File: src/hdl/mic_pkg.sv
// Constants shared by the interrupt controller files
package mic_pkg;

  // ==========================================================
  // Bus and data widths
  localparam int ADDR_W = 8;
  localparam int DATA_W = 8;
  localparam int VEC_W = 8;

  // ==========================================================
  // Register offsets
  localparam logic [7:0] OFS_PRIMARY = 8'h0B;
  localparam logic [7:0] OFS_SECONDARY = 8'h1E;
  localparam logic [7:0] OFS_EVT_STATUS = 8'h40;
  localparam logic [7:0] OFS_EVT_MASK = 8'h41;
  localparam logic [7:0] OFS_STACK = 8'h42;

  // ==========================================================
  // Field positions of irq_control_primary
  localparam int PRI_GLOBAL_EN = 0;
  localparam int PRI_EXT_EN = 1;
  localparam int PRI_TMR0_EN = 2;
  localparam int PRI_TMR1_EN = 3;
  localparam int PRI_EXT_FLAG = 4;
  localparam int PRI_TMR0_FLAG = 5;
  localparam int PRI_TMR1_FLAG = 6;

  // Field positions of irq_control_secondary
  localparam int SEC_TMR3_EN = 0;
  localparam int SEC_TMR3_FLAG = 1;

  // Event status bits
  localparam int EVT_W = 3;
  localparam int EVT_TAKEN = 0;
  localparam int EVT_STALL_FULL = 1;
  localparam int EVT_RETURN = 2;

  // ==========================================================
  // Reset values
  localparam logic [7:0] RST_PRIMARY = 8'h00;
  localparam logic [7:0] RST_SECONDARY = 8'h00;
  localparam logic [2:0] RST_EVT = 3'h0;

  // ==========================================================
  // Return stack and vectors
  localparam int STACK_DEPTH = 8;
  localparam logic [7:0] VEC_EXT = 8'h04;
  localparam logic [7:0] VEC_TMR0 = 8'h08;
  localparam logic [7:0] VEC_TMR1 = 8'h0C;
  localparam logic [7:0] VEC_TMR3 = 8'h14;

  // Sources, in falling priority
  typedef enum logic [1:0] {
    SRC_EXT = 2'h0,
    SRC_TMR0 = 2'h1,
    SRC_TMR1 = 2'h2,
    SRC_TMR3 = 2'h3
  } mic_src_t;

  function automatic logic [7:0] vector_of(input mic_src_t src);
    case (src)
      SRC_EXT: vector_of = VEC_EXT;
      SRC_TMR0: vector_of = VEC_TMR0;
      SRC_TMR1: vector_of = VEC_TMR1;
      default: vector_of = VEC_TMR3;
    endcase
  endfunction

endpackage

File: src/hdl/mic_irq_arbiter.sv
// Fixed priority choice among enabled pending sources
`timescale 1ns/10ps
module mic_irq_arbiter (
  // Requests, bit index is the source code
  input wire logic [3:0] req,
  // Winner
  output logic valid,
  output mic_pkg::mic_src_t winner
);

  // Lowest index wins: external, timer 0, timer 1, timer 3
  always_comb begin
    valid = |req;
    winner = mic_pkg::SRC_TMR3;
    if (req[0]) begin
      winner = mic_pkg::SRC_EXT;
    end else if (req[1]) begin
      winner = mic_pkg::SRC_TMR0;
    end else if (req[2]) begin
      winner = mic_pkg::SRC_TMR1;
    end
  end

endmodule

File: src/hdl/mic_irq_controller.sv
// Interrupt control logic: flags, enables, arbitration, vector call
//
// Local design decision: the strobed register port.
`timescale 1ns/10ps
module mic_irq_controller #(
  parameter int STACK_DEPTH = mic_pkg::STACK_DEPTH
) (
  // Clock and reset
  input wire logic clk,
  input wire logic rst,
  // Register port
  input wire logic [mic_pkg::ADDR_W-1:0] reg_addr,
  input wire logic [mic_pkg::DATA_W-1:0] reg_wdata,
  input wire logic reg_wr,
  input wire logic reg_rd,
  output logic [mic_pkg::DATA_W-1:0] reg_rdata,
  // Interrupt sources
  input wire logic ext_irq_pin,
  input wire logic tmr0_overflow,
  input wire logic tmr1_overflow,
  input wire logic tmr3_overflow,
  // Core sequencer
  input wire logic phase_two_pulse,
  input wire logic call_instr,
  input wire logic plain_return_instr,
  input wire logic return_from_irq_instr,
  // Forced call to the core
  output logic irq_call,
  output logic [mic_pkg::VEC_W-1:0] irq_vector,
  // Stack view
  output logic [3:0] stack_level_pointer,
  output logic stack_full,
  // Event interrupt line
  output logic evt_irq
);

  // ==========================================================
  // Declarations
  typedef enum logic [1:0] {
    ST_IDLE = 2'b00,
    ST_CALL = 2'b01
  } mic_state_t;

  mic_state_t state;
  mic_state_t next_state;

  logic global_irq_enable;
  logic ext_irq_enable;
  logic tmr0_irq_enable;
  logic tmr1_irq_enable;
  logic tmr3_irq_enable;
  logic ext_irq_flag;
  logic tmr0_irq_flag;
  logic tmr1_irq_flag;
  logic tmr3_irq_flag;

  logic ext_pin_q;
  logic ext_primed;
  logic ext_edge;
  logic phase_q;
  logic phase_rise;

  logic [3:0] pending;
  logic arb_valid;
  mic_pkg::mic_src_t arb_winner;
  logic take;
  logic stall_full;
  logic serve_ext;
  logic serve_tmr0;
  logic serve_tmr1;
  logic serve_tmr3;

  logic wr_primary;
  logic wr_secondary;
  logic wr_status;
  logic wr_mask;
  logic any_return;
  logic [3:0] level;
  logic full;

  logic [mic_pkg::EVT_W-1:0] evt_status;
  logic [mic_pkg::EVT_W-1:0] evt_mask;
  logic [mic_pkg::EVT_W-1:0] evt_set;
  logic [mic_pkg::DATA_W-1:0] next_rdata;

  // ==========================================================
  // Register decode
  assign wr_primary = reg_wr && reg_addr == mic_pkg::OFS_PRIMARY;
  assign wr_secondary = reg_wr && reg_addr == mic_pkg::OFS_SECONDARY;
  assign wr_status = reg_wr && reg_addr == mic_pkg::OFS_EVT_STATUS;
  assign wr_mask = reg_wr && reg_addr == mic_pkg::OFS_EVT_MASK;

  // ==========================================================
  // Source edge detection
  // First cycle after reset only primes, so a pin held high is not an edge
  always_ff @(posedge clk) begin
    if (rst) begin
      ext_pin_q <= 1'b0;
      ext_primed <= 1'b0;
    end else begin
      ext_pin_q <= ext_irq_pin;
      ext_primed <= 1'b1;
    end
  end

  assign ext_edge = ext_primed && (ext_irq_pin != ext_pin_q);

  always_ff @(posedge clk) begin
    if (rst) begin
      phase_q <= 1'b0;
    end else begin
      phase_q <= phase_two_pulse;
    end
  end

  assign phase_rise = phase_two_pulse && !phase_q;

  // ==========================================================
  // Arbitration and acceptance
  always_comb begin
    pending = 4'h0;
    pending[mic_pkg::SRC_EXT] = ext_irq_flag && ext_irq_enable;
    pending[mic_pkg::SRC_TMR0] = tmr0_irq_flag && tmr0_irq_enable;
    pending[mic_pkg::SRC_TMR1] = tmr1_irq_flag && tmr1_irq_enable;
    pending[mic_pkg::SRC_TMR3] = tmr3_irq_flag && tmr3_irq_enable;
  end

  mic_irq_arbiter u_arbiter (
    .req(pending),
    .valid(arb_valid),
    .winner(arb_winner)
  );

  // Only at a phase-two rise, never while a call is in flight
  assign take = phase_rise && global_irq_enable && arb_valid
    && !full && state == ST_IDLE;
  assign stall_full = phase_rise && global_irq_enable && arb_valid
    && full;

  assign serve_ext = take && arb_winner == mic_pkg::SRC_EXT;
  assign serve_tmr0 = take && arb_winner == mic_pkg::SRC_TMR0;
  assign serve_tmr1 = take && arb_winner == mic_pkg::SRC_TMR1;
  assign serve_tmr3 = take && arb_winner == mic_pkg::SRC_TMR3;

  // ==========================================================
  // Enables
  // A return-from-interrupt beats a take in the same cycle
  always_ff @(posedge clk) begin
    if (rst) begin
      global_irq_enable <= mic_pkg::RST_PRIMARY[mic_pkg::PRI_GLOBAL_EN];
    end else if (return_from_irq_instr) begin
      global_irq_enable <= 1'b1;
    end else if (take) begin
      global_irq_enable <= 1'b0;
    end else if (wr_primary) begin
      global_irq_enable <= reg_wdata[mic_pkg::PRI_GLOBAL_EN];
    end
  end

  always_ff @(posedge clk) begin
    if (rst) begin
      ext_irq_enable <= mic_pkg::RST_PRIMARY[mic_pkg::PRI_EXT_EN];
      tmr0_irq_enable <= mic_pkg::RST_PRIMARY[mic_pkg::PRI_TMR0_EN];
      tmr1_irq_enable <= mic_pkg::RST_PRIMARY[mic_pkg::PRI_TMR1_EN];
    end else if (wr_primary) begin
      ext_irq_enable <= reg_wdata[mic_pkg::PRI_EXT_EN];
      tmr0_irq_enable <= reg_wdata[mic_pkg::PRI_TMR0_EN];
      tmr1_irq_enable <= reg_wdata[mic_pkg::PRI_TMR1_EN];
    end
  end

  always_ff @(posedge clk) begin
    if (rst) begin
      tmr3_irq_enable <= mic_pkg::RST_SECONDARY[mic_pkg::SEC_TMR3_EN];
    end else if (wr_secondary) begin
      tmr3_irq_enable <= reg_wdata[mic_pkg::SEC_TMR3_EN];
    end
  end

  // ==========================================================
  // Request flags
  // Order per flag: write, then service clear, then a new event wins
  always_ff @(posedge clk) begin
    if (rst) begin
      ext_irq_flag <= mic_pkg::RST_PRIMARY[mic_pkg::PRI_EXT_FLAG];
    end else if (ext_edge) begin
      ext_irq_flag <= 1'b1;
    end else if (serve_ext) begin
      ext_irq_flag <= 1'b0;
    end else if (wr_primary) begin
      ext_irq_flag <= reg_wdata[mic_pkg::PRI_EXT_FLAG];
    end
  end

  always_ff @(posedge clk) begin
    if (rst) begin
      tmr0_irq_flag <= mic_pkg::RST_PRIMARY[mic_pkg::PRI_TMR0_FLAG];
    end else if (tmr0_overflow) begin
      tmr0_irq_flag <= 1'b1;
    end else if (serve_tmr0) begin
      tmr0_irq_flag <= 1'b0;
    end else if (wr_primary) begin
      tmr0_irq_flag <= reg_wdata[mic_pkg::PRI_TMR0_FLAG];
    end
  end

  always_ff @(posedge clk) begin
    if (rst) begin
      tmr1_irq_flag <= mic_pkg::RST_PRIMARY[mic_pkg::PRI_TMR1_FLAG];
    end else if (tmr1_overflow) begin
      tmr1_irq_flag <= 1'b1;
    end else if (serve_tmr1) begin
      tmr1_irq_flag <= 1'b0;
    end else if (wr_primary) begin
      tmr1_irq_flag <= reg_wdata[mic_pkg::PRI_TMR1_FLAG];
    end
  end

  always_ff @(posedge clk) begin
    if (rst) begin
      tmr3_irq_flag <= mic_pkg::RST_SECONDARY[mic_pkg::SEC_TMR3_FLAG];
    end else if (tmr3_overflow) begin
      tmr3_irq_flag <= 1'b1;
    end else if (serve_tmr3) begin
      tmr3_irq_flag <= 1'b0;
    end else if (wr_secondary) begin
      tmr3_irq_flag <= reg_wdata[mic_pkg::SEC_TMR3_FLAG];
    end
  end

  // ==========================================================
  // Call sequencer
  always_comb begin
    next_state = state;
    unique case (state)
      ST_IDLE: begin
        if (take) begin
          next_state = ST_CALL;
        end
      end
      ST_CALL: begin
        next_state = ST_IDLE;
      end
    endcase
  end

  always_ff @(posedge clk) begin
    if (rst) begin
      state <= ST_IDLE;
    end else begin
      state <= next_state;
    end
  end

  // Call pulse and vector; the core pushes its program counter only
  always_ff @(posedge clk) begin
    if (rst) begin
      irq_call <= 1'b0;
    end else begin
      irq_call <= take;
    end
  end

  always_ff @(posedge clk) begin
    if (rst) begin
      irq_vector <= 8'h00;
    end else if (take) begin
      irq_vector <= mic_pkg::vector_of(arb_winner);
    end
  end

  // ==========================================================
  // Return stack level
  // Subroutine calls also fill the stack, so they count here too
  assign any_return = plain_return_instr || return_from_irq_instr;

  mic_stack_level #(
    .DEPTH(STACK_DEPTH)
  ) u_stack (
    .clk(clk),
    .rst(rst),
    .push(take || call_instr),
    .pop(any_return),
    .level(level),
    .full(full)
  );

  always_ff @(posedge clk) begin
    if (rst) begin
      stack_level_pointer <= 4'h0;
      stack_full <= 1'b0;
    end else begin
      stack_level_pointer <= level;
      stack_full <= full;
    end
  end

  // ==========================================================
  // Event status, mask and interrupt line
  always_comb begin
    evt_set = '0;
    evt_set[mic_pkg::EVT_TAKEN] = take;
    evt_set[mic_pkg::EVT_STALL_FULL] = stall_full;
    evt_set[mic_pkg::EVT_RETURN] = return_from_irq_instr;
  end

  // Write one to clear; a new event in the same cycle survives
  always_ff @(posedge clk) begin
    if (rst) begin
      evt_status <= mic_pkg::RST_EVT;
    end else if (wr_status) begin
      evt_status <= (evt_status & ~reg_wdata[mic_pkg::EVT_W-1:0])
        | evt_set;
    end else begin
      evt_status <= evt_status | evt_set;
    end
  end

  always_ff @(posedge clk) begin
    if (rst) begin
      evt_mask <= mic_pkg::RST_EVT;
    end else if (wr_mask) begin
      evt_mask <= reg_wdata[mic_pkg::EVT_W-1:0];
    end
  end

  // One cycle behind the status, so the line comes from a flop
  always_ff @(posedge clk) begin
    if (rst) begin
      evt_irq <= 1'b0;
    end else begin
      evt_irq <= |(evt_status & evt_mask);
    end
  end

  // ==========================================================
  // Read path
  always_comb begin
    next_rdata = '0;
    unique case (reg_addr)
      mic_pkg::OFS_PRIMARY: begin
        next_rdata[mic_pkg::PRI_GLOBAL_EN] = global_irq_enable;
        next_rdata[mic_pkg::PRI_EXT_EN] = ext_irq_enable;
        next_rdata[mic_pkg::PRI_TMR0_EN] = tmr0_irq_enable;
        next_rdata[mic_pkg::PRI_TMR1_EN] = tmr1_irq_enable;
        next_rdata[mic_pkg::PRI_EXT_FLAG] = ext_irq_flag;
        next_rdata[mic_pkg::PRI_TMR0_FLAG] = tmr0_irq_flag;
        next_rdata[mic_pkg::PRI_TMR1_FLAG] = tmr1_irq_flag;
      end
      mic_pkg::OFS_SECONDARY: begin
        next_rdata[mic_pkg::SEC_TMR3_EN] = tmr3_irq_enable;
        next_rdata[mic_pkg::SEC_TMR3_FLAG] = tmr3_irq_flag;
      end
      mic_pkg::OFS_EVT_STATUS: begin
        next_rdata[mic_pkg::EVT_W-1:0] = evt_status;
      end
      mic_pkg::OFS_EVT_MASK: begin
        next_rdata[mic_pkg::EVT_W-1:0] = evt_mask;
      end
      mic_pkg::OFS_STACK: begin
        next_rdata[3:0] = level;
      end
      default: begin
        next_rdata = '0;
      end
    endcase
  end

  // Data valid only in the cycle after the read strobe
  always_ff @(posedge clk) begin
    if (rst) begin
      reg_rdata <= 8'h00;
    end else if (reg_rd) begin
      reg_rdata <= next_rdata;
    end else begin
      reg_rdata <= 8'h00;
    end
  end

endmodule

File: src/hdl/mic_stack_level.sv
// Return stack level tracker with full flag
`timescale 1ns/10ps
module mic_stack_level #(
  parameter int DEPTH = mic_pkg::STACK_DEPTH
) (
  // Clock and reset
  input wire logic clk,
  input wire logic rst,
  // Stack traffic
  input wire logic push,
  input wire logic pop,
  // Level
  output logic [3:0] level,
  output logic full
);

  logic [3:0] next_level;

  always_comb begin
    next_level = level;
    if (push && !pop && level != 4'(DEPTH)) begin
      next_level = level + 4'h1;
    end else if (pop && !push && level != 4'h0) begin
      next_level = level - 4'h1;
    end
  end

  always_ff @(posedge clk) begin
    if (rst) begin
      level <= 4'h0;
    end else begin
      level <= next_level;
    end
  end

  // Full once every level is used
  always_ff @(posedge clk) begin
    if (rst) begin
      full <= 1'b0;
    end else begin
      full <= (next_level == 4'(DEPTH));
    end
  end

endmodule

File: config.mk
export PLATFORM = sky130hd
export DESIGN_NAME = mic_irq_controller
export DESIGN_NICKNAME = d
export VERILOG_FILES = /design/src/hdl/mic_pkg.sv /design/src/hdl/mic_irq_arbiter.sv /design/src/hdl/mic_irq_controller.sv /design/src/hdl/mic_stack_level.sv
export SDC_FILE = /design/constraint.sdc
export NUM_CORES = 1
export LEC_CHECK = 0
export BUFFER_PORTS_ARGS = -buffer_cell sky130_fd_sc_hd__buf_2
export CAP_MARGIN = 40
export CORE_UTILIZATION = 40
export DETAILED_ROUTE_END_ITERATION = 8
export HOLD_SLACK_MARGIN = 0.15
export RECOVER_POWER = 25
export SYNTH_ARGS = -nofsm -noshare
export SYNTH_HDL_FRONTEND = slang
export SYNTH_SLANG_ARGS = --single-unit
export TNS_END_PERCENT = 100
File: constraint.sdc
create_clock -name clk -period 5.2 [get_ports clk]
set_clock_uncertainty 0.15 [all_clocks]
set_input_delay 0.26 -clock clk [delete_from_list [all_inputs] [get_ports clk]]
set_output_delay 0.26 -clock clk [all_outputs]
set_load 0.05 [all_outputs]
Word level (Yosys, flattened, before mapping):

Index checks and enable logic that the tools add are counted.

* input port bits: 28
* logic and storage cells: 116
* output and inout port bits: 23
* bits in registers: 48

* bitwise logic cells: 7
* equal/unequal tests: 13
* add/sub/neg operators: 2
* reductions and logical operators: 41
* multiplexer cells: 28

Operator list (number)
* $eq A8 B7 Y1 const B: 3
* $logic_and A1 B1 Y1: 23
* $mux W1: 17
* $pmux W5 S3: 1
* $reduce_bool A3 Y1: 5
* $pmux W2 S5: 1
* $eq A8 B4 Y1 const B: 1
* $eq A8 B5 Y1 const B: 1
* $mux W4: 2
* $and A3 B3 Y3: 2
* $mux W2: 3
* $or A3 B3 Y3: 2
* $reduce_or A3 Y1: 2
* $add A4 B1 Y4 const B: 1
* $eq A2 B1 Y1 const B: 2
* $eq A2 B2 Y1 const B: 2
* $eq A4 B4 Y1 const B: 1
* $logic_not A1 Y1: 4
* $logic_not A2 Y1: 2
* $ne A4 B4 Y1 const B: 1
* $pmux W1 S4: 1
* $pmux W2 S2: 1
* $reduce_bool A4 Y1: 1
* $reduce_or A4 Y1: 1
* other kinds (9): 11

Depth between registers and ports, before layout:

* word-level depth: 13
* mapped depth: 9
* mapped depth without buffers: 8

By module:

From an unflattened synthesis, not the netlist that was laid out.

* cell total of the unflattened synthesis: 223
* area, all modules: 2069.5 µm²

By module, submodules not included
* mic_irq_controller: cells each 173, sequential area each 720.7 µm², area an instance 1659.1 µm², instances 1
* mic_stack_level: cells each 45, sequential area each 100.1 µm², area an instance 384.1 µm², instances 1
* mic_irq_arbiter: cells each 5, sequential area each 0.0 µm², area an instance 26.3 µm², instances 1

Worst setup path after synthesis:

OpenSTA, ideal clock, no wires.

* path type: register to register
* start: register ext_irq_enable
* end: register u_stack.full
* required time: 4934 ps
* path buffers: 1
* clock period less this slack: 2007 ps
* library setup time: 116 ps
* stages on the path, launching flop included: 10
* data arrival time: 1740 ps
* path slack: 3193 ps
* cell sequence: dfxtp_1 > nand2_1 > nand2_2 > inv_2 > a211oi_4 > or3_1 > buf_4 > o22ai_2 > mux2_4 > o211a_1

* word-level cells in the longest chain between the ends: 12
* elaborated cells on any way between the ends: 14
* those cells by class: eq/ne: 1; mux: 2; reduce/logical: 11

RTL lines
* start, declared: RTL line mic_irq_controller.sv:48 `logic ext_irq_enable;`
* start signal, assigned: RTL line mic_irq_controller.sv:162 `ext_irq_enable <= mic_pkg::RST_PRIMARY[mic_pkg::PRI_EXT_EN];`
* start signal, assigned: RTL line mic_irq_controller.sv:166 `ext_irq_enable <= reg_wdata[mic_pkg::PRI_EXT_EN];`
* $logic_and A1 B1 Y1 *: RTL line mic_irq_controller.sv:122 `pending[mic_pkg::SRC_EXT] = ext_irq_flag && ext_irq_enable;`
* $reduce_or A4 Y1 *: RTL line mic_irq_arbiter.sv:13 `valid = |req;`
* $logic_and A1 B1 Y1 *: RTL line mic_irq_controller.sv:135 `assign take = phase_rise && global_irq_enable && arb_valid`
* $logic_and A1 B1 Y1 * (2 in series): RTL line mic_irq_controller.sv:136 `&& !full && state == ST_IDLE;`
* $logic_or A1 B1 Y1 *: RTL line mic_irq_controller.sv:282 `.push(take || call_instr),`
* $logic_not A1 Y1: RTL line mic_stack_level.sv:23 `end else if (pop && !push && level != 4'h0) begin`
* $logic_and A1 B1 Y1 (2 in series): RTL line mic_stack_level.sv:23
* $mux W4: RTL line mic_stack_level.sv:23
* $mux W4 *: RTL line mic_stack_level.sv:21 `if (push && !pop && level != 4'(DEPTH)) begin`
* $eq A4 B4 Y1 *: RTL line mic_stack_level.sv:41 `full <= (next_level == 4'(DEPTH));`
* end signal, assigned: RTL line mic_stack_level.sv:41
* end, declared: RTL line mic_stack_level.sv:14 `output logic full`

Every way passes the cells marked *; elsewhere a longest branch is shown, timed or not.
A chain may end at the register's enable or synchronous reset.

Final worst setup path:

* start: input phase_two_pulse
* end: register u_stack.full

* word-level cells in the longest chain between the ends: 12
* elaborated cells on any way between the ends: 14
* those cells by class: eq/ne: 1; mux: 2; reduce/logical: 11

RTL lines
* start, declared: RTL line mic_irq_controller.sv:23 `input wire logic phase_two_pulse,`
* $logic_and A1 B1 Y1 *: RTL line mic_irq_controller.sv:116 `assign phase_rise = phase_two_pulse && !phase_q;`
* $logic_and A1 B1 Y1 * (2 in series): RTL line mic_irq_controller.sv:135
* $logic_and A1 B1 Y1 * (2 in series): RTL line mic_irq_controller.sv:136
* $logic_or A1 B1 Y1 *: RTL line mic_irq_controller.sv:282
* $logic_not A1 Y1: RTL line mic_stack_level.sv:23
* $logic_and A1 B1 Y1 (2 in series): RTL line mic_stack_level.sv:23
* $mux W4: RTL line mic_stack_level.sv:23
* $mux W4 *: RTL line mic_stack_level.sv:21
* $eq A4 B4 Y1 *: RTL line mic_stack_level.sv:41

Marks and branches as above.

==> flow_summary.rst <==
.. list-table::
   :header-rows: 1

   * - Metric
     - Value
   * - Status
     - finished clean
   * - Smallest hold slack
     - 0.165 ns
   * - Average cell area after synthesis
     - 9.02 µm²
   * - Unrepaired setup endpoints after global routing
     - false
   * - Standard-cell row count
     - 24
   * - Power density relative to cell area
     - 344 mW/mm²
   * - Wire length of the first global-routing pass
     - 7.03 mm
   * - Worst-margin pin slew
     - 1.26 ns
   * - I/O Buffers
     - 43
   * - Die width
     - 71.6 µm
   * - CTS H-tree depth
     - 2
   * - Post-DP Area
     - 0.00215 mm²
   * - Iteration count of the initial detailed-routing pass
     - 5
   * - Worst slack at placement
     - 2.55 ns
   * - Area share of the largest cell type after synthesis
     - 42.3%
   * - Kind of capture point of the worst setup path
     - flop
   * - Post-Syn Instances
     - 215
   * - Routed length per placed instance
     - 13.4 µm
   * - Clock tree from TritonCTS
     - built
   * - Grt total ovfl
     - 0
   * - Share of the clock period used by the worst path
     - 50.6%
   * - Leading cell type by number of instances after synthesis
     - dfxtp_1
   * - Maxcap violations
     - 0
   * - Post-synthesis register bit count
     - 41
   * - Startpoint type of the worst setup path
     - input pin
   * - Via count of the first global-routing pass
     - 1461
   * - Relative max-transition margin
     - 16.3%
   * - Final antenna-violating net count
     - 0
   * - Detailed Route WL
     - 4.27 mm
   * - Setup violation total in the final timing report
     - 0
   * - Count of clock tree sinks
     - 41
   * - Amount of wire on met3 after detailed routing
     - 179 µm
   * - Detailed-routed wire length on met2
     - 1.87 mm
   * - R2R cell count
     - 8
   * - Min-Delay Startpoint
     - reg_wr
   * - Count of antenna diodes in the layout
     - 0
   * - Final max-slew violation count
     - 0
   * - Biggest fanout along the worst timing path
     - 18
   * - Type of the setup path with the least slack
     - input pin to flop
   * - CTS max path bufs
     - 2
   * - Die height
     - 71.6 µm
   * - I/O pin count
     - 51
   * - Delay contributed by the slowest stage of the critical path
     - 0.67 ns
   * - Setup tns final
     - 0 ns
   * - Cell area after layout
     - 0.00236 mm²
   * - Layout overhead on the synthesized area
     - 21.7%
   * - Vias
     - 1676
   * - Cell at the slowest stage of the critical path
     - a211oi_4
   * - Global-route usage over all layers
     - 17.6%
   * - Total routed wire length on the met1 layer
     - 2.14 mm
   * - Core outline area
     - 0.00450 mm²
   * - Initial detailed-routing violation count
     - 149
   * - Clk Latency, worst-skew pair
     - 0.30 ns
   * - Weighted congestion reported at the end of routability-driven placement
     - 0.835
   * - Most area-consuming cells after synthesis
     - dfxtp_1 42%, a21oi_1 5.2%, ha_1 4.5%
   * - Total clock buffers created by CTS
     - 5
   * - HPWL after detailed placement
     - 3.02 mm
   * - Upper clock frequency limit
     - 0.380 GHz
   * - Count of distinct cell types in the synthesized netlist
     - 47
   * - Ordered cell list for the critical path
     - dlygate4sd3_1 > clkbuf_1 > nand4bb_1 > a211oi_4 > or3_1 > o22ai_2 > mux2_4 > o211a_1
   * - Pin count of the biggest net entering global routing
     - 29
   * - Via count normalized by instance count
     - 5.27
   * - Worst path arrival time
     - 2.67 ns
   * - Share of async-settable or async-resettable flops after synthesis
     - 0%
   * - Starting utilization of the core area
     - 43.1%
   * - Fraction of final layout cells sized beyond drive strength 1
     - 20.7%
   * - Required time at the worst-slack endpoint
     - 5.24 ns
   * - Final routed DRC violation total
     - 0
   * - Warning count from the yosys run
     - 0
   * - Cell Area, Synth
     - 0.00194 mm²
   * - Leading register cell type out of synthesis
     - dfxtp_1
   * - Number of antenna violations at the first check in global routing
     - 0
   * - Worst Hold End
     - tmr0_irq_enable
   * - Worst Hold Depth
     - 3
   * - Final standard cell utilization of the core
     - 52.4%
   * - Clock transition at path regs
     - 0.08 ns
   * - Minimum period implied by the final worst setup slack
     - 2.63 ns
   * - Reg-to-reg critical path startpoint
     - ext_irq_enable
   * - Number of enable flip-flop cells after synthesis
     - 0
   * - Class of the tightest hold or removal check
     - input pin to flop
   * - Standby leakage power
     - 0.00101 µW
   * - Dominant cell type by area after synthesis
     - dfxtp_1
   * - Synth cell count leaders
     - 41 x dfxtp_1, 23 x nand2_1, 22 x nor2_1
   * - IR Drop Worst-Case VDD
     - 0.000183 V
   * - Area of the die
     - 0.00513 mm²
   * - Final Hold Fails
     - 0
   * - Reg2Reg Capture Point
     - u_stack.full
   * - Share of the yosys chip area belonging to registers
     - 42.3%
   * - Cell at the root of the clock tree
     - clkbuf_8
   * - Final setup margin
     - 2.57 ns
   * - Layout net count
     - 300
   * - Minimum setup slack among reg-to-reg paths
     - 2.71 ns
   * - Top Layer Used
     - met4
==> worst max-delay path: cells and delay by family <==
family                 cells  cell delay (ns)
AOI/OAI and AO/OA          3             0.93
buffers and inverters      2             0.65
and+or+nand+nor            2             0.50
muxes                      1             0.32
==> how the worst max path moves through the flow <==
stage	start	end
after detailed placement	reg_addr[2]	tmr0_irq_flag
after global placement	reg_addr[2]	tmr1_irq_flag
after floorplan	ext_irq_enable	u_stack.full
after CTS	phase_two_pulse	u_stack.full
after global routing	phase_two_pulse	u_stack.level[1]
final	phase_two_pulse	u_stack.full
==> flip-flops by register name (all words and copies together) (netlist names), 3 cells and up <==
| name | count |
|---|---|
| u_stack.level | 4 |
| irq_vector | 3 |
| reg_rdata | 7 |
| stack_level_pointer | 4 |
| evt_status | 3 |
| evt_mask | 3 |
==> final cells by class <==
cell class              instances  area (µm²)
fillers                       437        2140
multi-input cells             157        1030
flip-flops and latches         41         821
repair buffers                 53         305
clock buffers                   7        86.3
well taps                      52        65.1
clock inverters                 1        30.0
inverters                       7        26.3
==> power by group <==
group	leakage, µW	switching [µW]	internal, µW
logic	0.000621	107	70.4
clock network	0.0000585	110	157
registers	0.000334	31.0	337
total	0.00101	248	564
==> cells in the final DEF, fill, tap and decap left out, types with 3 or more instances in the layout <==
cell type	synthesis	final
clkbuf_8	0	6
nand2_1	23	23
a222oi_1	3	3
inv_1	6	6
mux2_2	3	3
a21oi_1	20	20
conb_1	1	6
buf_2	2	35
nand3_1	8	8
dlygate4sd3_1	0	10
mux2i_1	7	7
nor2b_1	7	7
and3_1	4	4
dfxtp_1	41	41
o21a_1	5	5
nor3_1	5	5
ha_1	7	7
clkbuf_1	6	9
nor2_1	22	22
==> layer usage <==
layer | track usage, % | vias to the layer above
li1 | - | 843
met1 | 24.7 | 783
met2 | 26.0 | 44
met3 | 4.22 | 6
met4 | 7.19 | 0
met5 | 0 | -
==> metrics by stage <==
stage                     std cells  total power, µW
after global placement          300              547
after global routing            318              855
after floorplan                 220              506
after detailed placement        300              547
final                           318              812
after CTS                       318              820
==> timing repair <==
item / 4_1_cts / 5_1_grt
setup buffers: 0 / 0
hold endpoints to repair: 15 / 0
gates resized for setup: 0 / 0
hold buffers: 10 / 0
==> cell families (layout without fill, tap and decap cells) <==
logic type                 count (synthesis)  after routing  synth area share (%)
AOI/OAI and AO/OA                         48             48                  18.2
xor gates and xnor gates                   2              2                 0.903
adders and majority gates                  7              7                  4.52
buffers and inverters                     22             68                  5.74
DFF                                       41             41                  42.3
muxes                                     11             11                  6.13
other                                      1              6                 0.193
and+or+nand+nor                           83             83                  22.0
Power figures use the tool's default switching activity.
